$ cat config.mk
export PLATFORM = sky130hd
export DESIGN_NAME = bsfr_regfile
export DESIGN_NICKNAME = d
export VERILOG_FILES = /design/src/bsfr_pkg.sv /design/src/bsfr_pin_sync.sv /design/src/bsfr_regfile.sv
export VERILOG_INCLUDE_DIRS = /design/src /design/src/src
export SDC_FILE = /design/constraint.sdc
export NUM_CORES = 1
export LEC_CHECK = 0
export BUFFER_PORTS_ARGS = -buffer_cell sky130_fd_sc_hd__buf_2
export CAP_MARGIN = 15
export CORE_ASPECT_RATIO = 1.75
export CORE_MARGIN = 5
export CORE_UTILIZATION = 50
export CTS_CLUSTER_DIAMETER = 120
export DETAILED_ROUTE_END_ITERATION = 6
export GPL_TIMING_DRIVEN = 1
export PLACE_DENSITY = 0.73
export SLEW_MARGIN = 20
export SYNTH_ARGS = -nofsm -noshare
export SYNTH_HDL_FRONTEND = slang
export SYNTH_SLANG_ARGS = --single-unit
$ cat constraint.sdc
create_clock -name clock -period 18.9 [get_ports clock]
set_clock_uncertainty 0.05 [all_clocks]
set_input_delay 0 -clock clock [delete_from_list [all_inputs] [get_ports clock]]
set_output_delay 0 -clock clock [all_outputs]
set_load 0.02 [all_outputs]
$ cat src/bsfr_map.svh
/*
  Offsets, implemented-bit masks and reset values of the bank 0 special
  register file. Assumes it is included by its bare name from design files.
*/
`ifndef BSFR_MAP_SVH
`define BSFR_MAP_SVH

// ************************************************************
// Register offsets within a bank (low five address bits).
// ************************************************************
`define BSFR_OFS_INDIRECT_DATA   5'h00
`define BSFR_OFS_TIMER0_COUNT    5'h01
`define BSFR_OFS_PC_LOW          5'h02
`define BSFR_OFS_STATUS          5'h03
`define BSFR_OFS_INDIRECT_PTR    5'h04
`define BSFR_OFS_PORT_A          5'h05
`define BSFR_OFS_PORT_B          5'h06
`define BSFR_OFS_PORT_C          5'h07
`define BSFR_OFS_PC_UPPER_LATCH  5'h0A
`define BSFR_OFS_INT_CONTROL     5'h0B
`define BSFR_OFS_PERIPH_FLAGS    5'h0C
`define BSFR_OFS_TIMER1_LOW      5'h0E
`define BSFR_OFS_TIMER1_HIGH     5'h0F
`define BSFR_OFS_TIMER1_CONTROL  5'h10
`define BSFR_OFS_TIMER2_COUNT    5'h11
`define BSFR_OFS_TIMER2_CONTROL  5'h12
`define BSFR_OFS_SERIAL_BUFFER   5'h13
`define BSFR_OFS_SERIAL_CONTROL  5'h14
`define BSFR_OFS_CAPTURE_LOW     5'h15
`define BSFR_OFS_CAPTURE_HIGH    5'h16
`define BSFR_OFS_CAPTURE_CONTROL 5'h17
`define BSFR_OFS_CONV_RESULT     5'h1E
`define BSFR_OFS_CONV_CONTROL    5'h1F

// ************************************************************
// Address space limits.
// ************************************************************
`define BSFR_SFR_TOP             7'h1F

// ************************************************************
// Implemented bits (unimplemented bits read as zero).
// ************************************************************
`define BSFR_MASK_FULL           8'hFF
`define BSFR_MASK_PORT_A         8'h3F
`define BSFR_MASK_PC_UPPER       8'h1F
`define BSFR_MASK_PERIPH_FLAGS   8'h7F
`define BSFR_MASK_TIMER1_CONTROL 8'h3F
`define BSFR_MASK_TIMER2_CONTROL 8'h7F
`define BSFR_MASK_CAPTURE_CTRL   8'h3F
`define BSFR_MASK_CONV_CONTROL   8'hFD
`define BSFR_MASK_CONV_FLAG      8'h40

// ************************************************************
// Status field positions.
// ************************************************************
`define BSFR_STATUS_IND_BANK     7
`define BSFR_STATUS_BANK_HI      6
`define BSFR_STATUS_BANK_LO      5
`define BSFR_STATUS_TIMEOUT      4
`define BSFR_STATUS_POWER_DOWN   3

// ************************************************************
// Power-on / brown-out values; unknown bits are taken as zero.
// ************************************************************
`define BSFR_POR_ZERO            8'h00
`define BSFR_POR_STATUS          8'h18

// ************************************************************
// Bits kept unchanged through the pin or watchdog reset.
// ************************************************************
`define BSFR_KEEP_ALL            8'hFF
`define BSFR_KEEP_NONE           8'h00
`define BSFR_KEEP_STATUS         8'h07
`define BSFR_KEEP_PORT_A         8'h10
`define BSFR_KEEP_INT_CONTROL    8'h01

`endif

$ cat src/bsfr_pkg.sv
/*
  Types shared by the bank 0 special register file.
  Assumes nothing beyond a SystemVerilog compiler.
*/
package bsfr_pkg;

  // ************************************************************
  // Data memory bank codes.
  // ************************************************************
  typedef enum logic [1:0] {
    BSFR_BANK0 = 2'b00,
    BSFR_BANK1 = 2'b01,
    BSFR_BANK2 = 2'b10,
    BSFR_BANK3 = 2'b11
  } bsfr_bank_e;

  typedef logic [7:0] bsfr_byte_t;

endpackage : bsfr_pkg

$ cat src/bsfr_pin_sync.sv
/*
  Two-stage synchroniser for a group of port pins.
  Assumes the pins are asynchronous to clock; only the second stage is read.
*/
`timescale 1ns/10ps
module bsfr_pin_sync #(
  parameter int WIDTH = 8
) (
  input wire logic clock,              // Core clock.
  input wire logic rst,                // Asynchronous reset, active high.
  input wire logic [WIDTH-1:0] pin_in, // Raw pin levels.
  output logic [WIDTH-1:0] pin_sync    // Synchronised pin levels.
);

  // ************************************************************
  // One two-flop chain per pin.
  // ************************************************************
  genvar g;
  generate
    for (g = 0; g < WIDTH; g++)
    begin : g_bit
      logic stage1_reg;
      logic stage2_reg;
      // The first stage feeds only the second, to keep metastability contained.
      always_ff @(posedge clock or posedge rst)
      begin
        if (rst)
        begin
          stage1_reg <= 1'b0;
          stage2_reg <= 1'b0;
        end
        else
        begin
          stage1_reg <= pin_in[g];
          stage2_reg <= stage1_reg;
        end
      end
      assign pin_sync[g] = stage2_reg;
    end
  endgenerate

endmodule : bsfr_pin_sync

$ cat src/bsfr_regfile.sv
/*
  Bank 0 special register file: core and peripheral registers, indirect
  access, bank mirrors, program counter with upper-bits latch, port latches.
  Assumes a core datapath on the same clock that issues one access per cycle,
  and a reset controller giving a one-cycle pin/watchdog reset pulse.
*/
`timescale 1ns/10ps
`include "bsfr_map.svh"
module bsfr_regfile #(
  parameter bit HAS_CONVERTER = 1'b1
) (
  input wire logic clock,                  // Core clock, 200 MHz.
  input wire logic rst,                    // Power-on / brown-out reset, async.
  input wire logic other_rst,              // Pin or watchdog reset, one-cycle pulse.
  input wire logic rst_timeout_flag,       // Timeout flag value for other reset.
  input wire logic rst_power_down_flag,    // Power-down flag value for other reset.
  input wire logic [6:0] file_addr,        // Direct file address from instruction.
  input wire logic rd_en,                  // Read request.
  input wire logic wr_en,                  // Write request.
  input wire logic [7:0] wr_data,          // Write data.
  output logic [7:0] rd_data,              // Read data, one cycle after rd_en.
  output logic rd_hit,                     // Address belongs to this block.
  input wire logic alu_flags_we,           // ALU updates zero, digit carry, carry.
  input wire logic [2:0] alu_flags,        // New zero, digit carry, carry.
  input wire logic pc_step,                // Advance the program counter.
  input wire logic pc_jump,                // Branch to jump_target.
  input wire logic [10:0] jump_target,     // Branch target low bits.
  output logic [12:0] pc_out,              // Program counter.
  output logic [7:0] status_out,           // Arithmetic and bank status.
  input wire logic [7:0] periph_flag_set,  // Peripheral event flag set pulses.
  input wire logic [2:0] int_flag_set,     // Core interrupt flag set pulses.
  output logic [7:0] int_control_out,      // Interrupt control register.
  output logic [7:0] periph_flags_out,     // Peripheral flag register.
  input wire logic conv_load,              // Converter result strobe.
  input wire logic [7:0] conv_value,       // Converter result value.
  input wire logic [5:0] port_a_pin_in,    // Port A pin levels.
  input wire logic [7:0] port_b_pin_in,    // Port B pin levels.
  input wire logic [7:0] port_c_pin_in,    // Port C pin levels.
  input wire logic [5:0] port_a_drive,     // Port A direction, 1 drives.
  input wire logic [7:0] port_b_drive,     // Port B direction, 1 drives.
  input wire logic [7:0] port_c_drive,     // Port C direction, 1 drives.
  output logic [5:0] port_a_pin_out,       // Port A output latch.
  output logic [7:0] port_b_pin_out,       // Port B output latch.
  output logic [7:0] port_c_pin_out,       // Port C output latch.
  output logic [5:0] port_a_pin_oe,        // Port A output enable.
  output logic [7:0] port_b_pin_oe,        // Port B output enable.
  output logic [7:0] port_c_pin_oe         // Port C output enable.
);

  // ************************************************************
  // Per-location constants.
  // ************************************************************

  // Implemented bits; zero marks a location with no storage.
  function automatic logic [7:0] impl_mask(input logic [4:0] idx);
    logic [7:0] m;
    m = 8'h00;
    case (idx)
      `BSFR_OFS_TIMER0_COUNT,
      `BSFR_OFS_STATUS,
      `BSFR_OFS_INDIRECT_PTR,
      `BSFR_OFS_PORT_B,
      `BSFR_OFS_PORT_C,
      `BSFR_OFS_INT_CONTROL,
      `BSFR_OFS_TIMER1_LOW,
      `BSFR_OFS_TIMER1_HIGH,
      `BSFR_OFS_TIMER2_COUNT,
      `BSFR_OFS_SERIAL_BUFFER,
      `BSFR_OFS_SERIAL_CONTROL,
      `BSFR_OFS_CAPTURE_LOW,
      `BSFR_OFS_CAPTURE_HIGH:      m = `BSFR_MASK_FULL;
      `BSFR_OFS_PORT_A:            m = `BSFR_MASK_PORT_A;
      `BSFR_OFS_PC_UPPER_LATCH:    m = `BSFR_MASK_PC_UPPER;
      `BSFR_OFS_PERIPH_FLAGS:      m = HAS_CONVERTER ? `BSFR_MASK_PERIPH_FLAGS
                                       : (`BSFR_MASK_PERIPH_FLAGS & ~`BSFR_MASK_CONV_FLAG);
      `BSFR_OFS_TIMER1_CONTROL:    m = `BSFR_MASK_TIMER1_CONTROL;
      `BSFR_OFS_TIMER2_CONTROL:    m = `BSFR_MASK_TIMER2_CONTROL;
      `BSFR_OFS_CAPTURE_CONTROL:   m = `BSFR_MASK_CAPTURE_CTRL;
      `BSFR_OFS_CONV_RESULT:       m = HAS_CONVERTER ? `BSFR_MASK_FULL : 8'h00;
      `BSFR_OFS_CONV_CONTROL:      m = HAS_CONVERTER ? `BSFR_MASK_CONV_CONTROL : 8'h00;
      default:                     m = 8'h00;
    endcase
    return m;
  endfunction : impl_mask

  // Bits that survive a pin or watchdog reset.
  function automatic logic [7:0] keep_mask(input logic [4:0] idx);
    logic [7:0] k;
    k = `BSFR_KEEP_NONE;
    case (idx)
      `BSFR_OFS_TIMER0_COUNT,
      `BSFR_OFS_INDIRECT_PTR,
      `BSFR_OFS_PORT_B,
      `BSFR_OFS_PORT_C,
      `BSFR_OFS_TIMER1_LOW,
      `BSFR_OFS_TIMER1_HIGH,
      `BSFR_OFS_TIMER1_CONTROL,
      `BSFR_OFS_SERIAL_BUFFER,
      `BSFR_OFS_CAPTURE_LOW,
      `BSFR_OFS_CAPTURE_HIGH,
      `BSFR_OFS_CONV_RESULT:     k = `BSFR_KEEP_ALL;
      `BSFR_OFS_STATUS:          k = `BSFR_KEEP_STATUS;
      `BSFR_OFS_PORT_A:          k = `BSFR_KEEP_PORT_A;
      `BSFR_OFS_INT_CONTROL:     k = `BSFR_KEEP_INT_CONTROL;
      default:                   k = `BSFR_KEEP_NONE;
    endcase
    return k;
  endfunction : keep_mask

  // Power-on value; unknown contents are held at zero for determinism.
  function automatic logic [7:0] por_value(input logic [4:0] idx);
    return (idx == `BSFR_OFS_STATUS) ? `BSFR_POR_STATUS : `BSFR_POR_ZERO;
  endfunction : por_value

  // ************************************************************
  // State.
  // ************************************************************
  logic [7:0] sfr_reg [0:31];
  logic [7:0] sfr_next [0:31];
  logic [12:0] pc_reg;
  logic [12:0] pc_next;
  logic [7:0] rd_data_reg;
  logic [7:0] rd_data_next;
  logic rd_hit_reg;
  logic rd_hit_next;
  logic [21:0] oe_reg;
  logic [21:0] oe_next;

  // ************************************************************
  // Pin synchronisers.
  // ************************************************************
  logic [21:0] pins_raw;
  logic [21:0] pins_sync;

  assign pins_raw = {port_c_pin_in, port_b_pin_in, port_a_pin_in};

  bsfr_pin_sync #(
    .WIDTH(22)
  ) u_pin_sync (
    .clock(clock),
    .rst(rst),
    .pin_in(pins_raw),
    .pin_sync(pins_sync)
  );

  // ************************************************************
  // Address resolution.
  // ************************************************************
  logic ind_access;
  bsfr_pkg::bsfr_bank_e eff_bank;
  logic [6:0] eff_addr;
  logic eff_hit;
  logic [4:0] eff_idx;
  logic [7:0] status_cur;
  logic [7:0] pointer_cur;

  assign status_cur = sfr_reg[`BSFR_OFS_STATUS];
  assign pointer_cur = sfr_reg[`BSFR_OFS_INDIRECT_PTR];

  // Location zero redirects through the pointer; the indirect-bank bit is
  // reserved but still steers, so software that sets it reaches nothing here.
  always_comb
  begin
    ind_access = (file_addr == 7'h00);
    if (ind_access)
    begin
      eff_bank = bsfr_pkg::bsfr_bank_e'({status_cur[`BSFR_STATUS_IND_BANK],
                                         pointer_cur[7]});
      eff_addr = pointer_cur[6:0];
    end
    else
    begin
      eff_bank = bsfr_pkg::bsfr_bank_e'(status_cur[`BSFR_STATUS_BANK_HI:`BSFR_STATUS_BANK_LO]);
      eff_addr = file_addr;
    end
    eff_idx = eff_addr[4:0];
    case (eff_bank)
      bsfr_pkg::BSFR_BANK0: eff_hit = (eff_addr <= `BSFR_SFR_TOP);
      bsfr_pkg::BSFR_BANK1:
      begin
        // Only the high-use core registers are mirrored into bank 1.
        eff_hit = (eff_addr <= `BSFR_SFR_TOP) &&
                  (eff_idx == `BSFR_OFS_INDIRECT_DATA || eff_idx == `BSFR_OFS_PC_LOW ||
                   eff_idx == `BSFR_OFS_STATUS || eff_idx == `BSFR_OFS_INDIRECT_PTR ||
                   eff_idx == `BSFR_OFS_PC_UPPER_LATCH ||
                   eff_idx == `BSFR_OFS_INT_CONTROL);
      end
      bsfr_pkg::BSFR_BANK2: eff_hit = 1'b0;
      bsfr_pkg::BSFR_BANK3: eff_hit = 1'b0;
      default:              eff_hit = 1'b0;
    endcase
    // An indirect access that points at location zero reaches no register.
    if (ind_access && eff_idx == `BSFR_OFS_INDIRECT_DATA)
    begin
      eff_hit = 1'b0;
    end
  end

  // ************************************************************
  // Read path: value as seen before this cycle's write.
  // ************************************************************
  always_comb
  begin
    rd_data_next = 8'h00;
    rd_hit_next = 1'b0;
    if (rd_en && !other_rst)
    begin
      rd_hit_next = eff_hit;
      if (eff_hit)
      begin
        case (eff_idx)
          `BSFR_OFS_PC_LOW: rd_data_next = pc_reg[7:0];
          `BSFR_OFS_PORT_A: rd_data_next = {2'b00, pins_sync[5:0]};
          `BSFR_OFS_PORT_B: rd_data_next = pins_sync[13:6];
          `BSFR_OFS_PORT_C: rd_data_next = pins_sync[21:14];
          default:          rd_data_next = sfr_reg[eff_idx] & impl_mask(eff_idx);
        endcase
      end
    end
  end

  // ************************************************************
  // Register file next state.
  // ************************************************************
  logic wr_hit;

  assign wr_hit = wr_en && eff_hit;

  // Hardware flag sets are ORed after the software write so a set in the
  // same cycle as a clear is never lost.
  always_comb
  begin
    for (int i = 0; i < 32; i++)
    begin
      sfr_next[i] = sfr_reg[i];
      if (wr_hit && eff_idx == 5'(i) && 5'(i) != `BSFR_OFS_CONV_RESULT)
      begin
        sfr_next[i] = wr_data & impl_mask(5'(i));
      end
    end
    // Port writes only ever reach the latch; reads go to the pins.
    // Timeout and power-down are not writable.
    sfr_next[`BSFR_OFS_STATUS][`BSFR_STATUS_TIMEOUT:`BSFR_STATUS_POWER_DOWN] =
      status_cur[`BSFR_STATUS_TIMEOUT:`BSFR_STATUS_POWER_DOWN];
    // An instruction that sets the arithmetic flags overrides its own write.
    if (alu_flags_we)
    begin
      sfr_next[`BSFR_OFS_STATUS][2:0] = alu_flags;
    end
    sfr_next[`BSFR_OFS_PERIPH_FLAGS] = sfr_next[`BSFR_OFS_PERIPH_FLAGS] |
      (periph_flag_set & impl_mask(`BSFR_OFS_PERIPH_FLAGS));
    sfr_next[`BSFR_OFS_INT_CONTROL][2:0] =
      sfr_next[`BSFR_OFS_INT_CONTROL][2:0] | int_flag_set;
    if (conv_load && HAS_CONVERTER)
    begin
      sfr_next[`BSFR_OFS_CONV_RESULT] = conv_value;
    end
    // Pin or watchdog reset overrides everything else.
    if (other_rst)
    begin
      for (int i = 0; i < 32; i++)
      begin
        sfr_next[i] = sfr_reg[i] & keep_mask(5'(i));
      end
      sfr_next[`BSFR_OFS_STATUS][`BSFR_STATUS_TIMEOUT] = rst_timeout_flag;
      sfr_next[`BSFR_OFS_STATUS][`BSFR_STATUS_POWER_DOWN] = rst_power_down_flag;
    end
  end

  // ************************************************************
  // Program counter.
  // ************************************************************

  // The upper bits are never written directly; they come from the latch
  // when the low byte is written, and only the top two come from it on a jump.
  always_comb
  begin
    pc_next = pc_reg;
    if (other_rst)
    begin
      pc_next = 13'h0000;
    end
    else if (wr_hit && eff_idx == `BSFR_OFS_PC_LOW)
    begin
      pc_next = {sfr_reg[`BSFR_OFS_PC_UPPER_LATCH][4:0], wr_data};
    end
    else if (pc_jump)
    begin
      pc_next = {sfr_reg[`BSFR_OFS_PC_UPPER_LATCH][4:3], jump_target};
    end
    else if (pc_step)
    begin
      pc_next = pc_reg + 13'h0001;
    end
  end

  // ************************************************************
  // Port output enables.
  // ************************************************************

  // Enables follow the direction inputs, but are forced off in the cycle after a pin or
  // watchdog reset pulse and throughout power-on reset, so the pins float regardless of latch contents.
  always_comb
  begin
    if (other_rst)
    begin
      oe_next = 22'h000000;
    end
    else
    begin
      oe_next = {port_c_drive, port_b_drive, port_a_drive};
    end
  end

  // ************************************************************
  // Registers.
  // ************************************************************
  always_ff @(posedge clock or posedge rst)
  begin
    if (rst)
    begin
      for (int i = 0; i < 32; i++)
      begin
        sfr_reg[i] <= por_value(5'(i));
      end
      pc_reg <= 13'h0000;
      rd_data_reg <= 8'h00;
      rd_hit_reg <= 1'b0;
      oe_reg <= 22'h000000;
    end
    else
    begin
      for (int i = 0; i < 32; i++)
      begin
        sfr_reg[i] <= sfr_next[i];
      end
      pc_reg <= pc_next;
      rd_data_reg <= rd_data_next;
      rd_hit_reg <= rd_hit_next;
      oe_reg <= oe_next;
    end
  end

  // ************************************************************
  // Outputs, all straight from flops.
  // ************************************************************
  assign rd_data = rd_data_reg;
  assign rd_hit = rd_hit_reg;
  assign pc_out = pc_reg;
  assign status_out = sfr_reg[`BSFR_OFS_STATUS];
  assign int_control_out = sfr_reg[`BSFR_OFS_INT_CONTROL];
  assign periph_flags_out = sfr_reg[`BSFR_OFS_PERIPH_FLAGS];
  assign port_a_pin_out = sfr_reg[`BSFR_OFS_PORT_A][5:0];
  assign port_b_pin_out = sfr_reg[`BSFR_OFS_PORT_B];
  assign port_c_pin_out = sfr_reg[`BSFR_OFS_PORT_C];
  assign port_a_pin_oe = oe_reg[5:0];
  assign port_b_pin_oe = oe_reg[13:6];
  assign port_c_pin_oe = oe_reg[21:14];

endmodule : bsfr_regfile

==> run summary <==
The clock sink count is 244. The number of antenna violations at the first check in global routing was 0. The flip-flop and latch count after synthesis came out at 244. Traced cell by cell, the critical path runs through nor3b_1, a41oi_1, nor3b_1, nand3_1, o22ai_1, dlygate4sd3_1, a21oi_1, dlygate4sd3_1. The area share of the largest cell type after synthesis came out at 50.2%. The number of placement rows came out at 75. The part of the total power dissipated in the clock network is 39.0%. The net count of the finished layout is 1444. TritonCTS built the clock tree. After global routing, the most crowded layer is met2. The met2 track demand over resource in global routing came out at 48.4%.

The number of nets in the synthesized netlist is 1221. The remaining design rule violation count came out at 0. Dividing the detail-routed via count by the number of cells gives 5.85. Buffers added to address setup during post-CTS repair amount to 0.

The count of final setup violators is 0. The number of global-route vias before repair came to 10300. The clock-pin slew of the registers on the worst-case setup and hold paths came out at 70 ps. The post-layout minimum cycle time is 3830 ps. IR analysis of the VDD net gives a maximum drop of 0.0000864 V. The cell area after synthesis came out at 0.0121 mm². The routability congestion estimate came out at 0.916. With fillers left out, the area of the finished cells amounts to 0.0148 mm². The number of fill cells came out at 1961.

In this run the power spent charging and discharging nets is 307 µW. For this run, asynchronously set or reset flops after synthesis account for 100%. The internal power component is 867 µW. The largest single stage delay on the critical path is 620 ps. The largest net degree at the start of global routing came out at 88. The utilization after layout is 61.7%. The maximum clock path buffer count came out at 3. The deepest level of the CTS H-tree came out at 1. The total buffers and inverters traversed by the critical path is 2.

In this run the count of I/O pins placed on the die edge is 193. From bottom edge to top edge, the die measures 215 µm. The number of hold-repair buffers added at the cts stage is 118. In the final layout, the multi-input gates occupy 0.00522 mm². The synthesized area per cell came out at 10.8 µm². In this run the remaining antenna-violating nets after routing total 0. TritonCTS created 23 clock buffers.

Leaving out fill and tap cells, the most frequent cells in the layout are dfrtp_1, buf_2, nand2_1, dlygate4sd3_1, nor2_1. The number of pins exceeding their max-slew limit in the final report is 0. The number of flip-flops in the largest register came out at 103. The all-layer global routing usage came out at 27.3%. Among all flip-flop cells after synthesis, the most frequent one is dfrtp_1.

The endpoint arrival time on the critical path is 4190 ps. The Yosys step of the flow raised 0 warnings. The post-cts resize count is 0.

Before CTS, the worst setup slack after placement is 15140 ps. The part of the cycle the worst path needs came out at 20.3%. The proportion of total power due to net switching came out at 26.1%. The relative contribution of sequential cells to total power came out at 47.7%.

The max-cap violation count is 0. The critical path data required time came out at 19250 ps. The maximum clock rate is 0.261 GHz. The wire length of the first global-routing pass came out at 58.8 mm. STA classifies the critical path startpoint as a register. The die outline width is 127 µm. The cell family with the largest share of critical-path delay is simple AND/OR/NAND/NOR gates. Setup repair after global routing left no endpoint under its margin. The share of post-route cells with drive strength above 1 is 26.8%. Summed over all failing endpoints, the final setup total negative slack is 0 ps.

The number of iterations in the first detailed-routing pass is 7. The power consumption is 1.17 mW. The flow ran to the end, and the final reports show no timing, DRC or antenna violations. The wire length after detailed routing is 37.6 mm. The part of the total power dissipated in combinational logic is 13.3%. Setup slack closes at 15070 ps. The aggregate global routing overflow is 0. The synthesized instance count came out at 1117.

The post-detailed-placement half-perimeter wirelength is 24.7 mm. Yosys attributes the largest share of cell area to dfrtp_1, mux2i_1, mux2_4. The wire length per cell after detailed routing came out at 22.6 µm.

For the pin with the worst max-slew slack, the measured transition is 1150 ps. The fraction of met1 tracks used by global routing is 31.5%. For this run, the register share of the synthesized area comes to 50.7%. The number of hold violations in the final report came out at 0. The maximum fanout along the worst path came out at 7. The floorplan step defined a die boundary enclosing 0.0274 mm².

By startpoint and endpoint, the worst setup path is classified as reg2reg. The number of unique standard cell types used by synthesis is 72. The worst setup path is captured at a register. Leaving out fill and tap cells, the most frequent cell in the layout is dfrtp_1.

In this run the tool buffered the top-level ports with 190 buffer cells. The met3 capacity usage during global routing came out at 3.49%. The signed area change from the synthesized netlist to the final layout came out at 22.4%. The antenna diode count came out at 0. The first routing iteration left 842 violations.

The number of flops mapped to enable cells by yosys is 0. The sequential cell area in the final layout is 0.00611 mm². The total via count after detailed routing came out at 9732. After detailed placement, the total cell area comes to 0.0128 mm². In this run the worst hold path is classified as in2async.

The clock insertion delay at the later pin of the skew report is 520 ps. The area inside the core boundary is 0.0239 mm². Measured against its own limit, the worst slew margin works out to 22.8%. The initial standard-cell utilization of the core came out at 50.4%.

For this design, the slowest cell found on the critical path is nor3b_1. The total power per unit cell area is 79.5 mW/mm². The biggest area contributor in the post-synthesis netlist is dfrtp_1. The root buffer cell chosen for the clock tree is clkbuf_16. The static leakage is 6.77 nW.
-- through the flow --
step	hold WS, ps	cells
after floorplan	-18.6	1117
after global placement	58.5	1505
after detailed placement	59.3	1505
after CTS	22.4	1665
after global routing	24.2	1665
final	41.2	1665
-- area by class of cell --
class / instances / share of cell area, %
clock inverters: 7 / 0.449
multi-input cells: 735 / 35.4
clock buffers: 35 / 4.54
inverters: 14 / 0.407
flip-flops and latches: 244 / 41.4
well taps: 308 / 2.61
repair buffers: 322 / 15.2
-- kinds of logic after synthesis --
group,after synthesis,share of synthesized area (%)
buf+inv,138,6.25
other cells,1,0.0311
compound gates,220,11.7
mux,173,16.9
simple gates,334,13.9
flops,244,50.7
xor+xnor,6,0.436
fa+ha+maj,1,0.104
-- cells in the mapped netlist, types with 12 or more instances --
library cell	count
a21oi_1	61
inv_1	13
nor2_1	87
nand3_1	25
a31oi_1	26
buf_4	48
clkbuf_1	49
nand2_1	119
o21ai_0	50
o211ai_1	12
nor3_1	13
buf_1	13
mux2_2	50
nor2b_1	34
mux2_4	38
mux2i_1	75
a211oi_1	12
dfrtp_1	242
-- path summary, 6_finish.rpt --
path / from / slack (ps) / endpoint / cells after the start
min in group clock: wr_data[2] / 40 / sfr_reg[114] / 3
max in group asynchronous: rst / 17560 / sfr_reg[2] / 4
max: pointer_cur[1] / 15070 / status_out[1] / 8
min: rst / 40 / u_pin_sync.g_bit[16].stage1_reg / 3
max reg2reg: pointer_cur[1] / 15070 / status_out[1] / 8
min reg2reg: u_pin_sync.g_bit[0].stage1_reg / 300 / u_pin_sync.g_bit[0].stage2_reg / 0
-- power groups by stage --
stage,Sequential [mW],Clock (mW),Combinational [mW]
after floorplan,0.570,0,0.0863
after global placement,0.568,0,0.132
after detailed placement,0.569,0,0.134
after CTS,0.560,0.464,0.154
after global routing,0.562,0.486,0.167
final,0.560,0.458,0.156
-- per-layer routing --
metal / wire length (µm) / vias to the layer above
met3: 2320 / 128
met5: 0 / -
met1: 13300 / 4788
li1: - / 4356
met2: 19600 / 460
met4: 2450 / 0
-- worst register-to-register path: cells and delay by family, from the launching register on --
kind / cells / cell delay [ps]
and+or+nand+nor: 3 / 1270
AOI/OAI and AO/OA: 3 / 820
buffers and inverters: 2 / 1160
DFF: 1 / 430
Note: power is estimated with default switching activity, not from simulation.
